==> src/hdl/scd_defines.svh <==
// Register offsets, field positions, reset codes and timing counts of the
// system clock divider. Assumes it is included by bare name, once or more.
`ifndef SCD_DEFINES_SVH
`define SCD_DEFINES_SVH

// ****************************************************************
// Register map, byte addresses on the AXI4-Lite slave.
// ****************************************************************
`define SCD_ADDR_W 4
`define SCD_OFF_RC_TRIM 4'h0
`define SCD_OFF_DIV_CTRL 4'h4

// ****************************************************************
// Field layout of clock_divider_control and rc_trim.
// ****************************************************************
`define SCD_UNLOCK_BIT 7
`define SCD_SEL_MSB 3
`define SCD_TRIM_RANGE_BIT 7
`define SCD_TRIM_FINE_MSB 6

// ****************************************************************
// Reset codes of divider_select and the bus answer codes.
// ****************************************************************
`define SCD_SEL_RESET_PLAIN 4'h0
`define SCD_SEL_RESET_DIV8 4'h3
`define SCD_SEL_MAX 4'h8
`define SCD_RESP_OKAY 2'h0
`define SCD_RESP_DECERR 2'h3

// ****************************************************************
// Timing: unlock window in divided clock cycles, source clock period.
// ****************************************************************
`define SCD_UNLOCK_CYCLES 3'h4
`define SCD_CLK_PERIOD_NS 100

`endif

==> src/hdl/scd_pkg.sv <==
// Types shared by the system clock divider files.
// Assumes nothing beyond a SystemVerilog compiler.
package scd_pkg;

	// ****************************************************************
	// Division switch sequencer states, one bit apart on each step except SCD_SW_WAIT_NEW back to SCD_SW_IDLE.
	// ****************************************************************
	typedef enum logic [1:0] {
		SCD_SW_IDLE = 2'b00,
		SCD_SW_WAIT_OLD = 2'b01,
		SCD_SW_WAIT_NEW = 2'b11
	} scd_switch_e;

	typedef logic [3:0] scd_sel_t;

endpackage

==> src/hdl/scd_ripple.sv <==
// Divider counter of the system clock divider.
// Assumes clk_i is the undivided source clock and ce_i its global enable.
`include "scd_defines.svh"

module scd_ripple (
	input wire logic clk_i,
	input wire logic rst_n_i,
	input wire logic ce_i,
	input wire scd_pkg::scd_sel_t sel_i,
	input wire logic restart_i,
	output logic tick_o
);

	logic [7:0] count_reg;
	logic [7:0] count_next;
	logic [7:0] mask;

	// Low n bits set for code n; reserved codes act as the largest factor.
	function automatic logic [7:0] scd_mask(input scd_pkg::scd_sel_t sel);
		logic [8:0] full;
		full = 9'h001;
		if (sel > `SCD_SEL_MAX) begin
			full = 9'h100;
		end else begin
			full = 9'h001 << sel;
		end
		return full[7:0] - 8'h01;
	endfunction

	// The count is private: software never sees it.
	assign mask = scd_mask(sel_i);
	assign tick_o = (count_reg & mask) == mask;
	assign count_next = restart_i ? 8'h00 : count_reg + 8'h01;

	// Runs at the undivided rate, one step per source cycle.
	always_ff @(posedge clk_i) begin
		if (!rst_n_i) begin
			count_reg <= 8'h00;
		end else if (ce_i) begin
			count_reg <= count_next;
		end
	end

endmodule

==> src/hdl/scd_top.sv <==
// System clock divider with unlock-protected control and RC trim register.
// Assumes clk_i is the undivided master clock, and that the consumers of
// clk_en_o clock CPU, I/O, ADC and flash logic on its high cycles.
//
// The AXI4-Lite slave port and the register offsets were chosen for this implementation.
`include "scd_defines.svh"

module scd_top (
	input wire logic clk_i,
	input wire logic rst_n_i,
	input wire logic ce_i,
	input wire logic start_divide_by_eight_fuse_i,
	input wire logic [7:0] factory_trim_i,
	input wire logic [`SCD_ADDR_W-1:0] s_axi_awaddr,
	input wire logic [2:0] s_axi_awprot,
	input wire logic s_axi_awvalid,
	output logic s_axi_awready,
	input wire logic [31:0] s_axi_wdata,
	input wire logic [3:0] s_axi_wstrb,
	input wire logic s_axi_wvalid,
	output logic s_axi_wready,
	output logic [1:0] s_axi_bresp,
	output logic s_axi_bvalid,
	input wire logic s_axi_bready,
	input wire logic [`SCD_ADDR_W-1:0] s_axi_araddr,
	input wire logic [2:0] s_axi_arprot,
	input wire logic s_axi_arvalid,
	output logic s_axi_arready,
	output logic [31:0] s_axi_rdata,
	output logic [1:0] s_axi_rresp,
	output logic s_axi_rvalid,
	input wire logic s_axi_rready,
	output logic clk_en_o,
	output logic trim_range_bit_o,
	output logic [6:0] trim_fine_bits_o
);

	// ****************************************************************
	// Declarations.
	// ****************************************************************
	logic awready_reg;
	logic wready_reg;
	logic bvalid_reg;
	logic [1:0] bresp_reg;
	logic arready_reg;
	logic rvalid_reg;
	logic [1:0] rresp_reg;
	logic [31:0] rdata_reg;
	logic [7:0] rc_trim_reg;
	logic divider_change_unlock_reg;
	logic divider_change_unlock_next;
	logic [2:0] unlock_timer_reg;
	logic [2:0] unlock_timer_next;
	scd_pkg::scd_sel_t divider_select_reg;
	scd_pkg::scd_sel_t active_sel_reg;
	scd_pkg::scd_switch_e state_reg;
	scd_pkg::scd_switch_e state_next;
	logic clk_en_reg;
	logic wr_go;
	logic wr_fire;
	logic rd_go;
	logic rd_fire;
	logic wr_trim;
	logic wr_ctrl;
	logic wr_hit;
	logic rd_hit;
	logic [7:0] wbyte;
	logic unlock_req;
	logic sel_write;
	logic timeout;
	logic tick;
	logic restart;
	logic [7:0] ctrl_view;
	logic [31:0] rd_word;

	// ****************************************************************
	// AXI4-Lite handshakes.
	// ****************************************************************

	// Address and data are taken together, one write at a time, so the
	// write effect and the response never race each other.
	assign wr_go = s_axi_awvalid && s_axi_wvalid && !awready_reg && !bvalid_reg;
	assign wr_fire = awready_reg && s_axi_awvalid && s_axi_wvalid;
	assign rd_go = s_axi_arvalid && !arready_reg && !rvalid_reg;
	assign rd_fire = arready_reg && s_axi_arvalid;
	assign wbyte = s_axi_wdata[7:0];
	assign wr_trim = wr_fire && s_axi_wstrb[0] && (s_axi_awaddr == `SCD_OFF_RC_TRIM);
	assign wr_ctrl = wr_fire && s_axi_wstrb[0] && (s_axi_awaddr == `SCD_OFF_DIV_CTRL);
	assign wr_hit = (s_axi_awaddr == `SCD_OFF_RC_TRIM) || (s_axi_awaddr == `SCD_OFF_DIV_CTRL);
	assign rd_hit = (s_axi_araddr == `SCD_OFF_RC_TRIM) || (s_axi_araddr == `SCD_OFF_DIV_CTRL);

	// Write channel: ready pulses for one cycle, response follows.
	always_ff @(posedge clk_i) begin
		if (!rst_n_i) begin
			awready_reg <= 1'b0;
			wready_reg <= 1'b0;
			bvalid_reg <= 1'b0;
			bresp_reg <= `SCD_RESP_OKAY;
		end else if (ce_i) begin
			awready_reg <= wr_go;
			wready_reg <= wr_go;
			if (wr_fire) begin
				bvalid_reg <= 1'b1;
				bresp_reg <= wr_hit ? `SCD_RESP_OKAY : `SCD_RESP_DECERR;
			end else if (s_axi_bready) begin
				bvalid_reg <= 1'b0;
			end
		end
	end

	// Read view of the control register; the counter is not exposed.
	assign ctrl_view = {divider_change_unlock_reg, 3'b000, divider_select_reg};
	assign rd_word = (s_axi_araddr == `SCD_OFF_RC_TRIM) ? {24'h000000, rc_trim_reg} :
		(s_axi_araddr == `SCD_OFF_DIV_CTRL) ? {24'h000000, ctrl_view} : 32'h00000000;

	// Read channel: data sampled when the address is taken.
	always_ff @(posedge clk_i) begin
		if (!rst_n_i) begin
			arready_reg <= 1'b0;
			rvalid_reg <= 1'b0;
			rresp_reg <= `SCD_RESP_OKAY;
			rdata_reg <= 32'h00000000;
		end else if (ce_i) begin
			arready_reg <= rd_go;
			if (rd_fire) begin
				rvalid_reg <= 1'b1;
				rdata_reg <= rd_word;
				rresp_reg <= rd_hit ? `SCD_RESP_OKAY : `SCD_RESP_DECERR;
			end else if (s_axi_rready) begin
				rvalid_reg <= 1'b0;
			end
		end
	end

	// ****************************************************************
	// RC oscillator trim.
	// ****************************************************************

	// Factory value at reset, then free for software to retune.
	always_ff @(posedge clk_i) begin
		if (!rst_n_i) begin
			rc_trim_reg <= factory_trim_i;
		end else if (ce_i && wr_trim) begin
			rc_trim_reg <= wbyte;
		end
	end

	// ****************************************************************
	// Unlock window.
	// ****************************************************************

	// Unlock request needs every other bit zero; a select write needs bit 7
	// low. A write with bit 7 high and other bits set does nothing at all.
	assign unlock_req = wr_ctrl && (wbyte == 8'h80);
	assign sel_write = wr_ctrl && !wbyte[`SCD_UNLOCK_BIT] && divider_change_unlock_reg;
	// The window is counted in divided cycles, the rate software runs at.
	assign timeout = divider_change_unlock_reg && tick && (unlock_timer_reg == 3'h1);

	// A select write closes the window at once; a repeat unlock while open
	// leaves the timer alone so the window cannot be stretched.
	always_comb begin
		divider_change_unlock_next = divider_change_unlock_reg;
		unlock_timer_next = unlock_timer_reg;
		if (sel_write || timeout) begin
			divider_change_unlock_next = 1'b0;
			unlock_timer_next = 3'h0;
		end else if (unlock_req && !divider_change_unlock_reg) begin
			divider_change_unlock_next = 1'b1;
			unlock_timer_next = `SCD_UNLOCK_CYCLES;
		end else if (divider_change_unlock_reg && tick) begin
			unlock_timer_next = unlock_timer_reg - 3'h1;
		end
	end

	// Holds the unlock flag, its timer and the written select.
	always_ff @(posedge clk_i) begin
		if (!rst_n_i) begin
			divider_change_unlock_reg <= 1'b0;
			unlock_timer_reg <= 3'h0;
			divider_select_reg <= start_divide_by_eight_fuse_i ?
				`SCD_SEL_RESET_DIV8 : `SCD_SEL_RESET_PLAIN;
		end else if (ce_i) begin
			divider_change_unlock_reg <= divider_change_unlock_next;
			unlock_timer_reg <= unlock_timer_next;
			if (sel_write) begin
				divider_select_reg <= wbyte[`SCD_SEL_MSB:0];
			end
		end
	end

	// ****************************************************************
	// Glitch-free division switch.
	// ****************************************************************

	// The old period is always finished first, then the counter restarts
	// under the new code, so no period is shorter than either.
	always_comb begin
		state_next = state_reg;
		unique case (state_reg)
			scd_pkg::SCD_SW_IDLE: begin
				if (sel_write) begin
					state_next = scd_pkg::SCD_SW_WAIT_OLD;
				end
			end
			scd_pkg::SCD_SW_WAIT_OLD: begin
				if (tick) begin
					state_next = scd_pkg::SCD_SW_WAIT_NEW;
				end
			end
			scd_pkg::SCD_SW_WAIT_NEW: begin
				if (sel_write) begin
					state_next = scd_pkg::SCD_SW_WAIT_OLD;
				end else if (tick) begin
					state_next = scd_pkg::SCD_SW_IDLE;
				end
			end
			default: begin
				state_next = scd_pkg::SCD_SW_IDLE;
			end
		endcase
	end

	// The new code takes over on the last old edge; a select written in that
	// same cycle goes straight in, so it can never be lost behind the switch.
	assign restart = (state_reg == scd_pkg::SCD_SW_WAIT_OLD) && tick;

	// Sequencer state, active code and the divided enable.
	always_ff @(posedge clk_i) begin
		if (!rst_n_i) begin
			state_reg <= scd_pkg::SCD_SW_IDLE;
			active_sel_reg <= start_divide_by_eight_fuse_i ?
				`SCD_SEL_RESET_DIV8 : `SCD_SEL_RESET_PLAIN;
			clk_en_reg <= 1'b0;
		end else if (ce_i) begin
			state_reg <= state_next;
			if (restart) begin
				active_sel_reg <= sel_write ? wbyte[`SCD_SEL_MSB:0] : divider_select_reg;
			end
			clk_en_reg <= tick;
		end
	end

	scd_ripple u_ripple (
		.clk_i(clk_i),
		.rst_n_i(rst_n_i),
		.ce_i(ce_i),
		.sel_i(active_sel_reg),
		.restart_i(restart),
		.tick_o(tick)
	);

	// ****************************************************************
	// Outputs.
	// ****************************************************************
	assign s_axi_awready = awready_reg;
	assign s_axi_wready = wready_reg;
	assign s_axi_bvalid = bvalid_reg;
	assign s_axi_bresp = bresp_reg;
	assign s_axi_arready = arready_reg;
	assign s_axi_rvalid = rvalid_reg;
	assign s_axi_rresp = rresp_reg;
	assign s_axi_rdata = rdata_reg;
	assign clk_en_o = clk_en_reg;
	// Range bit and fine bits are split straight from the trim flops.
	assign trim_range_bit_o = rc_trim_reg[`SCD_TRIM_RANGE_BIT];
	assign trim_fine_bits_o = rc_trim_reg[`SCD_TRIM_FINE_MSB:0];
endmodule

==> config.mk <==
export PLATFORM = sky130hd
export DESIGN_NAME = scd_top
export DESIGN_NICKNAME = d
export VERILOG_FILES = /design/src/hdl/scd_pkg.sv /design/src/hdl/scd_ripple.sv /design/src/hdl/scd_top.sv
export VERILOG_INCLUDE_DIRS = /design/src /design/src/hdl
export SDC_FILE = /design/constraint.sdc
export NUM_CORES = 1
export LEC_CHECK = 0
export ABC_AREA = 1
export BUFFER_PORTS_ARGS = -buffer_cell sky130_fd_sc_hd__buf_2
export CAP_MARGIN = 15
export CORE_ASPECT_RATIO = 2
export CORE_MARGIN = 2
export CORE_UTILIZATION = 37
export DETAILED_ROUTE_END_ITERATION = 10
export GPL_TIMING_DRIVEN = 1
export PLACE_DENSITY = 0.66
export SYNTH_ARGS = -nofsm -noshare
export SYNTH_HDL_FRONTEND = slang
export SYNTH_HIERARCHICAL = 1
export SYNTH_SLANG_ARGS = --single-unit
==> constraint.sdc <==
create_clock -name clk_i -period 3.6 [get_ports clk_i]
set_clock_uncertainty 0.05 [all_clocks]
set_input_delay 0.54 -clock clk_i [delete_from_list [all_inputs] [get_ports clk_i]]
set_output_delay 0.54 -clock clk_i [all_outputs]
set_load 0.05 [all_outputs]
==> results.cfg, run 1 <==
[cells_and_area]
drive_gt1_share_pct = 20.49
multi_input_area_sq_um = 1172
area.sequential_sq_um = 1061
finalNetCount = 480
fin_util_pct = 43.98
flow.area_growth_from_synthesis_pct = 16.94
filler_cell_count = 739
n_diodes = 0

[clock_tree]
cts_inserted_buffers = 5
ctsHoldBuffers = 0
sink_count_of_the_clock_tree = 45
source_to_sink_clock_delay_at_the_later_pin_of_the_worst_skew_pair_ns = 0.28
cts.clk_slew.worst_paths_ns = 0.06
cts_max_level = 2
cts-root-buf = clkbuf_16
cts_setup_buffers = 0
deepest_clock_path_buffer_count = 2
cts_resized = 0
tritoncts = built

[critical_path]
cp-end-kind = flip-flop
timing.critical_path.arrival_ns = 2.65
timing_worst_setup_path_type = reg2reg
crit_fanout = 6
critical_path_required_ns = 3.47
cp-start-kind = flip-flop

[sta]
postLayoutSetupSlackWorst_ns = 0.8179
grt_setup_unrepaired = false
total_negative_slack_for_setup_checks_ns = 0
layout_worst_path_cycle_share_pct = 77.28
hold_slack_ns = 0.4108
fmaxAchievable_mhz = 359.4
final.min_clock_period_ns = 2.782
finalHoldViolations = 0
timing_worst_slew_pin_value_ns = 0.5911
final-setup-viol-count = 0
timing.final.max_slew_violations = 0
slew_headroom_pct = 60.35

[power]
power.share.switching_pct = 27.92
power_per_cell_area_nw_per_um2 = 437.4
seq_power_share_pct = 43.1
total_leakage_power_nw = 1.479
peakVddDrop_mv = 0.2890
intPower_w = 0.0009475
part_of_the_total_power_dissipated_in_combinational_logic_pct = 16.7
power.share.clock_pct = 40.2
power.net_switching_w = 0.0003670

[yosys]
netlist_area_pre_place_sq_um = 2570
postSynthRegisterBits = 45
synth_most_common_cell = nand2_1
postSynthAreaPerCell_sq_um = 7.322
synthDistinctLibCells = 34
synth_async_sr_flop_share_pct = 0
yosysTopAreaCell = dfxtp_1
synth_warnings = 6
proportion_of_synthesized_chip_area_in_sequential_cells_pct = 41.29
count_of_flip_flops_with_a_built_in_enable_after_synthesis = 16
synth_top_cells_by_count = nand2_1 (85), nor2_1 (54), inv_1 (40), buf_4 (29), dfxtp_1 (29)
post_synth_main_area_contributors = dfxtp_1 (23%), edfxtp_1 (19%), nand2_1 (12%), buf_4 (8.5%), nor2_1 (7.9%)
synth_flop_cell = dfxtp_1
postSynthCellCount = 351
synth_top_area_share_pct = 22.59

[floorplanning]
initial_utilization_pct = 37.61
dieHeight_um = 121.9
die_area_sq_um = 7669
rows = 43
design.portCount = 117
die_width_um = 62.93
area_inside_the_core_boundary_sq_um = 6833

[grt]
largest_net_degree_at_the_start_of_global_routing = 28
grt_antenna_before_repair = 0
track_usage_pct = 14.45
grt_remaining_overflow = 0
vias_in_the_first_global_route = 2099
grt_first_pass_wirelength_mm = 9.073

[drt]
viasPerCell = 4.482
drt_drc_violations_left = 0
dr_total_vias = 2241
drt_pre_antenna_iters = 6
drtIter0Drc = 118
ant_nets = 0
postRouteWirelength_mm = 5.265
drt-wirelength-per-cell_um = 10.53

[placed_design]
gp_routability_congestion = 0.8070
detailed_place_hpwl_mm = 4.091
placement.setup.worst_slack_ns = 0.8043
port-buffer-count = 59

[run_status]
result_of_the_run = finished, final reports clean

[flow_run]
maxCapViolations = 0

[worst_hold_path]
hold_path.class = reg2reg
## logic make-up (layout without fill, tap and decap cells)
kind of cell,count (synthesis),count (layout),share of synthesized area [%]
xor gates and xnor gates,1,1,0.3409
adders and majority gates,4,4,1.947
other,1,24,0.1459
and+or+nand+nor,176,176,28.77
DFF,45,45,41.29
buffers and inverters,79,115,16.75
AOI/OAI and AO/OA,45,45,10.76
## worst max-delay path, stage by stage (launching register included)
cell and delay (ns):
edfxtp_1 0.43, nor2_1 0.29, nand3_1 0.14, ha_1 0.31, nor2_1 0.04, nor2_1 0.10, nand2_1 0.05, nor2_1 0.09
nand3_1 0.08, nor2_1 0.10, buf_4 0.15, nand2_1 0.10, o21ai_0 0.49
## power groups by stage
stage,Sequential [W],Combinational [W],Clock (W)
after global routing,0.000569,0.000243,0.000559
after CTS,0.000566,0.000221,0.000544
after detailed placement,0.000577,0.000220,0
final,0.000566,0.000220,0.000529
after floorplan,0.000619,0.000148,0
after global placement,0.000577,0.000220,0
## final timing paths
path                                        start  slack, ns                end  cells past startpoint
worst max register to register  active_sel_reg[3]       0.82  active_sel_reg[3]                     12
worst min-delay path                 state_reg[0]       0.41       state_reg[0]                      2
worst min register to register       state_reg[0]       0.41       state_reg[0]                      2
worst max-delay path            active_sel_reg[3]       0.82  active_sel_reg[3]                     12
## cells in the final DEF (no fill, tap or decap)
cell       synthesis  routed
a211oi_1           1       1
a21oi_1           17      17
a22oi_1            3       3
a31oi_1            1       1
buf_2              0      59
buf_4             29       3
bufinv_16          0       1
clkbuf_1           2       1
clkbuf_16          0       5
clkbuf_8           1       1
clkinv_1           1       1
conb_1             1      24
dfxtp_1           29      29
edfxtp_1          16      16
ha_1               4       4
inv_1             40      40
inv_2              4       4
nand2_1           85      85
nand2_2            1       1
nand3_1           23      23
nand3_2            2       2
nand4_1            3       3
nor2_1            54      54
nor2_2             4       4
nor3_1             2       2
nor3_4             1       1
o211a_1            1       1
o211ai_1           1       1
o21ai_0           12      12
o21ai_2            1       1
o21bai_1           1       1
o221ai_1           5       5
o32ai_1            1       1
o41ai_2            0       1
or2_2              1       1
xnor2_1            1       1
## metal layers
| metal | wire (um) | part of all wire, % | up-vias | global-route usage, % |
|---|---|---|---|---|
| met5 | 0 | 0 | - | 0 |
| met4 | 48 | 0.91 | 0 | 3.333 |
| met3 | 257 | 4.9 | 5 | 3.047 |
| met2 | 2583 | 49 | 57 | 25.13 |
| met1 | 2375 | 45 | 986 | 18.18 |
| li1 | - | - | 1193 | - |
## final cells by class
type,count,share of cell area (%)
Clock buffer,7,4.746
Tap cell,90,3.747
Multi-Input combinational cell,250,39.01
Clock inverter,1,0.9992
Inverter,45,5.620
Timing Repair Buffer,62,10.57
Sequential cell,45,35.30
## metrics by stage
step | cells | total power (W) | area (sq um)
after detailed placement | 492 | 0.0007972 | 2833
final | 500 | 0.001314 | 3005
after CTS | 500 | 0.001330 | 3005
after global routing | 500 | 0.001371 | 3005
after global placement | 492 | 0.0007964 | 2833
after floorplan | 374 | 0.0007663 | 2656
No activity file was read; power rests on OpenSTA's default activity.
==> run 2: changes to the inputs <==
--- a/config.mk
+++ b/config.mk
@@ -6,7 +6,7 @@
 export SDC_FILE = /design/constraint.sdc
 export NUM_CORES = 1
 export LEC_CHECK = 0
-export ABC_AREA = 1
+export ABC_AREA = 0
 export BUFFER_PORTS_ARGS = -buffer_cell sky130_fd_sc_hd__buf_2
 export CAP_MARGIN = 15
 export CORE_ASPECT_RATIO = 2
@@ -14,7 +14,7 @@
 export CORE_UTILIZATION = 37
 export DETAILED_ROUTE_END_ITERATION = 10
 export GPL_TIMING_DRIVEN = 1
-export PLACE_DENSITY = 0.66
+export PLACE_DENSITY = 0.69
 export SYNTH_ARGS = -nofsm -noshare
 export SYNTH_HDL_FRONTEND = slang
 export SYNTH_HIERARCHICAL = 1
==> constraint.sdc (replaced) <==
create_clock -name clk_i -period 2.4 [get_ports clk_i]
set_clock_uncertainty 0.05 [all_clocks]
set_input_delay 0.36 -clock clk_i [delete_from_list [all_inputs] [get_ports clk_i]]
set_output_delay 0.36 -clock clk_i [all_outputs]
set_load 0.05 [all_outputs]
==> run 2 against run 1 <==
The flow now finishes with violations (setup timing). Critical endpoint is now unlock_timer_reg[0]. Power up 42%. Clock-buffer cell count down 1. Clock power rose by 31%. Maximum frequency increased by 5.9%.
==> results.cfg, run 2 <==
[yosys]
netlist_area_pre_place_sq_um = 2394
postSynthRegisterBits = 45
synth_flop_cell = dfxtp_1
synth_warnings = 6
synth_top_area_share_pct = 24.26
synth_most_common_cell = dfxtp_1
postSynthCellCount = 246
proportion_of_synthesized_chip_area_in_sequential_cells_pct = 44.33
synth_top_cells_by_count = dfxtp_1 (29), buf_4 (27), nor2_1 (27), nand2_1 (20), a21oi_1 (17)
synthDistinctLibCells = 54
postSynthAreaPerCell_sq_um = 9.730
post_synth_main_area_contributors = dfxtp_1 (24%), edfxtp_1 (20%), buf_4 (8.5%), mux2_2 (6.1%), nor2_1 (4.2%)
synth_async_sr_flop_share_pct = 0
count_of_flip_flops_with_a_built_in_enable_after_synthesis = 16
yosysTopAreaCell = dfxtp_1

[sta]
grt_setup_unrepaired = true
total_negative_slack_for_setup_checks_ns = -2.918
postLayoutSetupSlackWorst_ns = -0.2283
timing_worst_slew_pin_value_ns = 0.7662
fmaxAchievable_mhz = 380.5
slew_headroom_pct = 48.86
final.min_clock_period_ns = 2.628
finalHoldViolations = 0
final-setup-viol-count = 17
timing.final.max_slew_violations = 0
layout_worst_path_cycle_share_pct = 109.5

[clock_tree]
tritoncts = built
source_to_sink_clock_delay_at_the_later_pin_of_the_worst_skew_pair_ns = 0.28
cts_inserted_buffers = 5
cts_max_level = 2
cts-root-buf = clkbuf_16
sink_count_of_the_clock_tree = 45
deepest_clock_path_buffer_count = 2
ctsHoldBuffers = 0
cts.clk_slew.worst_paths_ns = 0.06

[flow_run]
maxCapViolations = 0

[grt]
largest_net_degree_at_the_start_of_global_routing = 23
grt_antenna_before_repair = 0
track_usage_pct = 16.95
vias_in_the_first_global_route = 1923
grt_first_pass_wirelength_mm = 9.101
grt_remaining_overflow = 0

[power]
power_per_cell_area_nw_per_um2 = 627.8
peakVddDrop_mv = 0.4545
total_leakage_power_nw = 1.272

[drt]
drt_pre_antenna_iters = 4
ant_nets = 0
viasPerCell = 4.933
drt-wirelength-per-cell_um = 14.11
drtIter0Drc = 42
postRouteWirelength_mm = 5.674
drt_drc_violations_left = 0
dr_total_vias = 1983

[placed_design]
placed_cells_incl_taps = 391
gp_routability_congestion = 0.8132
detailed_place_hpwl_mm = 4.354
port-buffer-count = 59

[floorplanning]
die_width_um = 60.87
die_area_sq_um = 7167
design.portCount = 117
area_inside_the_core_boundary_sq_um = 6259
rows = 41
dieHeight_um = 117.7
initial_utilization_pct = 38.24

[cells_and_area]
finalNetCount = 386
final_cells = 402
mostFrequentLayoutCell = buf_2
fin_util_pct = 47.36
layout_common_cells = buf_2 (59), dfxtp_1 (29), nor2_1 (27), conb_1 (24)
drive_gt1_share_pct = 36.71
filler_cell_count = 623
n_diodes = 0
flow.area_growth_from_synthesis_pct = 23.84

[run_status]
violations = setup timing
result_of_the_run = complete, but fails checks

[critical_path]
cp-end-kind = flip-flop
cp-start-kind = flip-flop
regToRegEndpoint = unlock_timer_reg[0]
critPathMostFrequentCell = buf_4
critPathMaxStageDelay_ns = 0.57
crit_family = compound AO/OA/AOI/OAI gates
worst-r2r-cell-count = 11
ff2ff_setup_slack_ns = -0.23
critical_path.reg2reg.startpoint = active_sel_reg[3]
worstPathCellList = or4_4 > ha_4 > nor3_2 > o211ai_1 > a21oi_1 > nor4_2 > buf_4 > a22o_1 > o211a_4 > buf_4 > a211oi_2
timing.critical_path.arrival_ns = 2.78
critical_path.slowest_cell = or4_4
crit_fanout = 4
critical_path_required_ns = 2.55
timing_worst_setup_path_type = reg2reg
worstPathBufferInverterCount = 2

[worst_hold_path]
hold_depth = 3
holdPathEnd = s_axi_wready
hold_path.startpoint = s_axi_awvalid
hold_path.class = in2reg
## run 2: how the worst max path moves through the flow
stage                 startpoint                  end  slack (ns)  depth (start not counted)
2_1_floorplan  active_sel_reg[0]  unlock_timer_reg[2]       -0.27                         10
3_3_place_gp   active_sel_reg[0]  unlock_timer_reg[2]       -0.26                         11
3_5_place_dp   active_sel_reg[0]  unlock_timer_reg[2]       -0.26                         11
4_1_cts        active_sel_reg[2]  unlock_timer_reg[2]       -0.28                         10
5_1_grt        active_sel_reg[3]  unlock_timer_reg[2]       -0.33                         11
6_report       active_sel_reg[3]  unlock_timer_reg[0]       -0.23                         11
## run 2: cell type report
cell class                 count  area, sq um  area share [%]
sequential                    45         1061           35.80
clock inverter                 2        13.76          0.4643
timing repair buffer          73        400.4           13.51
multi-input combinational    185         1224           41.28
inverter                       5        18.77          0.6332
tap                           86        107.6           3.630
clock buffer                   6        138.9           4.686
## run 2: worst reg2reg max path, stage by stage (launching register included)
cell and delay [ns]:
edfxtp_1 0.38, or4_4 0.57, ha_4 0.20, nor3_2 0.11
o211ai_1 0.11, a21oi_1 0.20, nor4_2 0.06, buf_4 0.15
a22o_1 0.24, o211a_4 0.16, buf_4 0.13, a211oi_2 0.19
## run 2: through the flow
stage,area [sq um],setup slack (ns),total power [W],hold WS [ns]
2_1_floorplan,2497,-0.2674,0.001122,0.3816
3_3_place_gp,2751,-0.2551,0.001176,0.3904
3_5_place_dp,2751,-0.2608,0.001181,0.3952
4_1_cts,2932,-0.2803,0.001881,0.3147
5_1_grt,2964,-0.3267,0.001933,0.3160
6_report,2964,-0.2283,0.001861,0.3236
## run 2: layer usage
layer,routed length [um],GRT usage [%],vias to the layer above
met5,0,0,-
met4,142,7.745,0
met3,310,3.297,10
met2,3196,30.17,67
met1,2025,18.04,934
li1,-,-,972
## run 2: timing repair
item                                    4_1_cts  5_1_grt
endpoints found under the setup margin       18       19
pin swaps                                     2        3
gates cloned                                  0        0
resized for setup                             3        5
setup buffers                                 2        1
## run 2: power breakdown
group	leakage, nW	total [W]	switching, W	internal [W]
Clock	0.0768	0.000691	0.000277	0.000414
Sequential	0.394	0.000844	0.0000194	0.000824
Combinational	0.802	0.000327	0.000235	0.0000917
Total	1.27	0.00186	0.000531	0.00133
## run 2: kinds of logic after synthesis
| kind of cell | count (synthesis) | synth area share [%] |
|---|---|---|
| DFF | 45 | 44.33 |
| AOI/OAI and AO/OA | 45 | 12.28 |
| and+or+nand+nor | 88 | 20.28 |
| buffers and inverters | 39 | 10.45 |
| muxes | 18 | 8.207 |
| xor gates and xnor gates | 6 | 2.196 |
| other | 1 | 0.1567 |
| adders and majority gates | 4 | 2.091 |
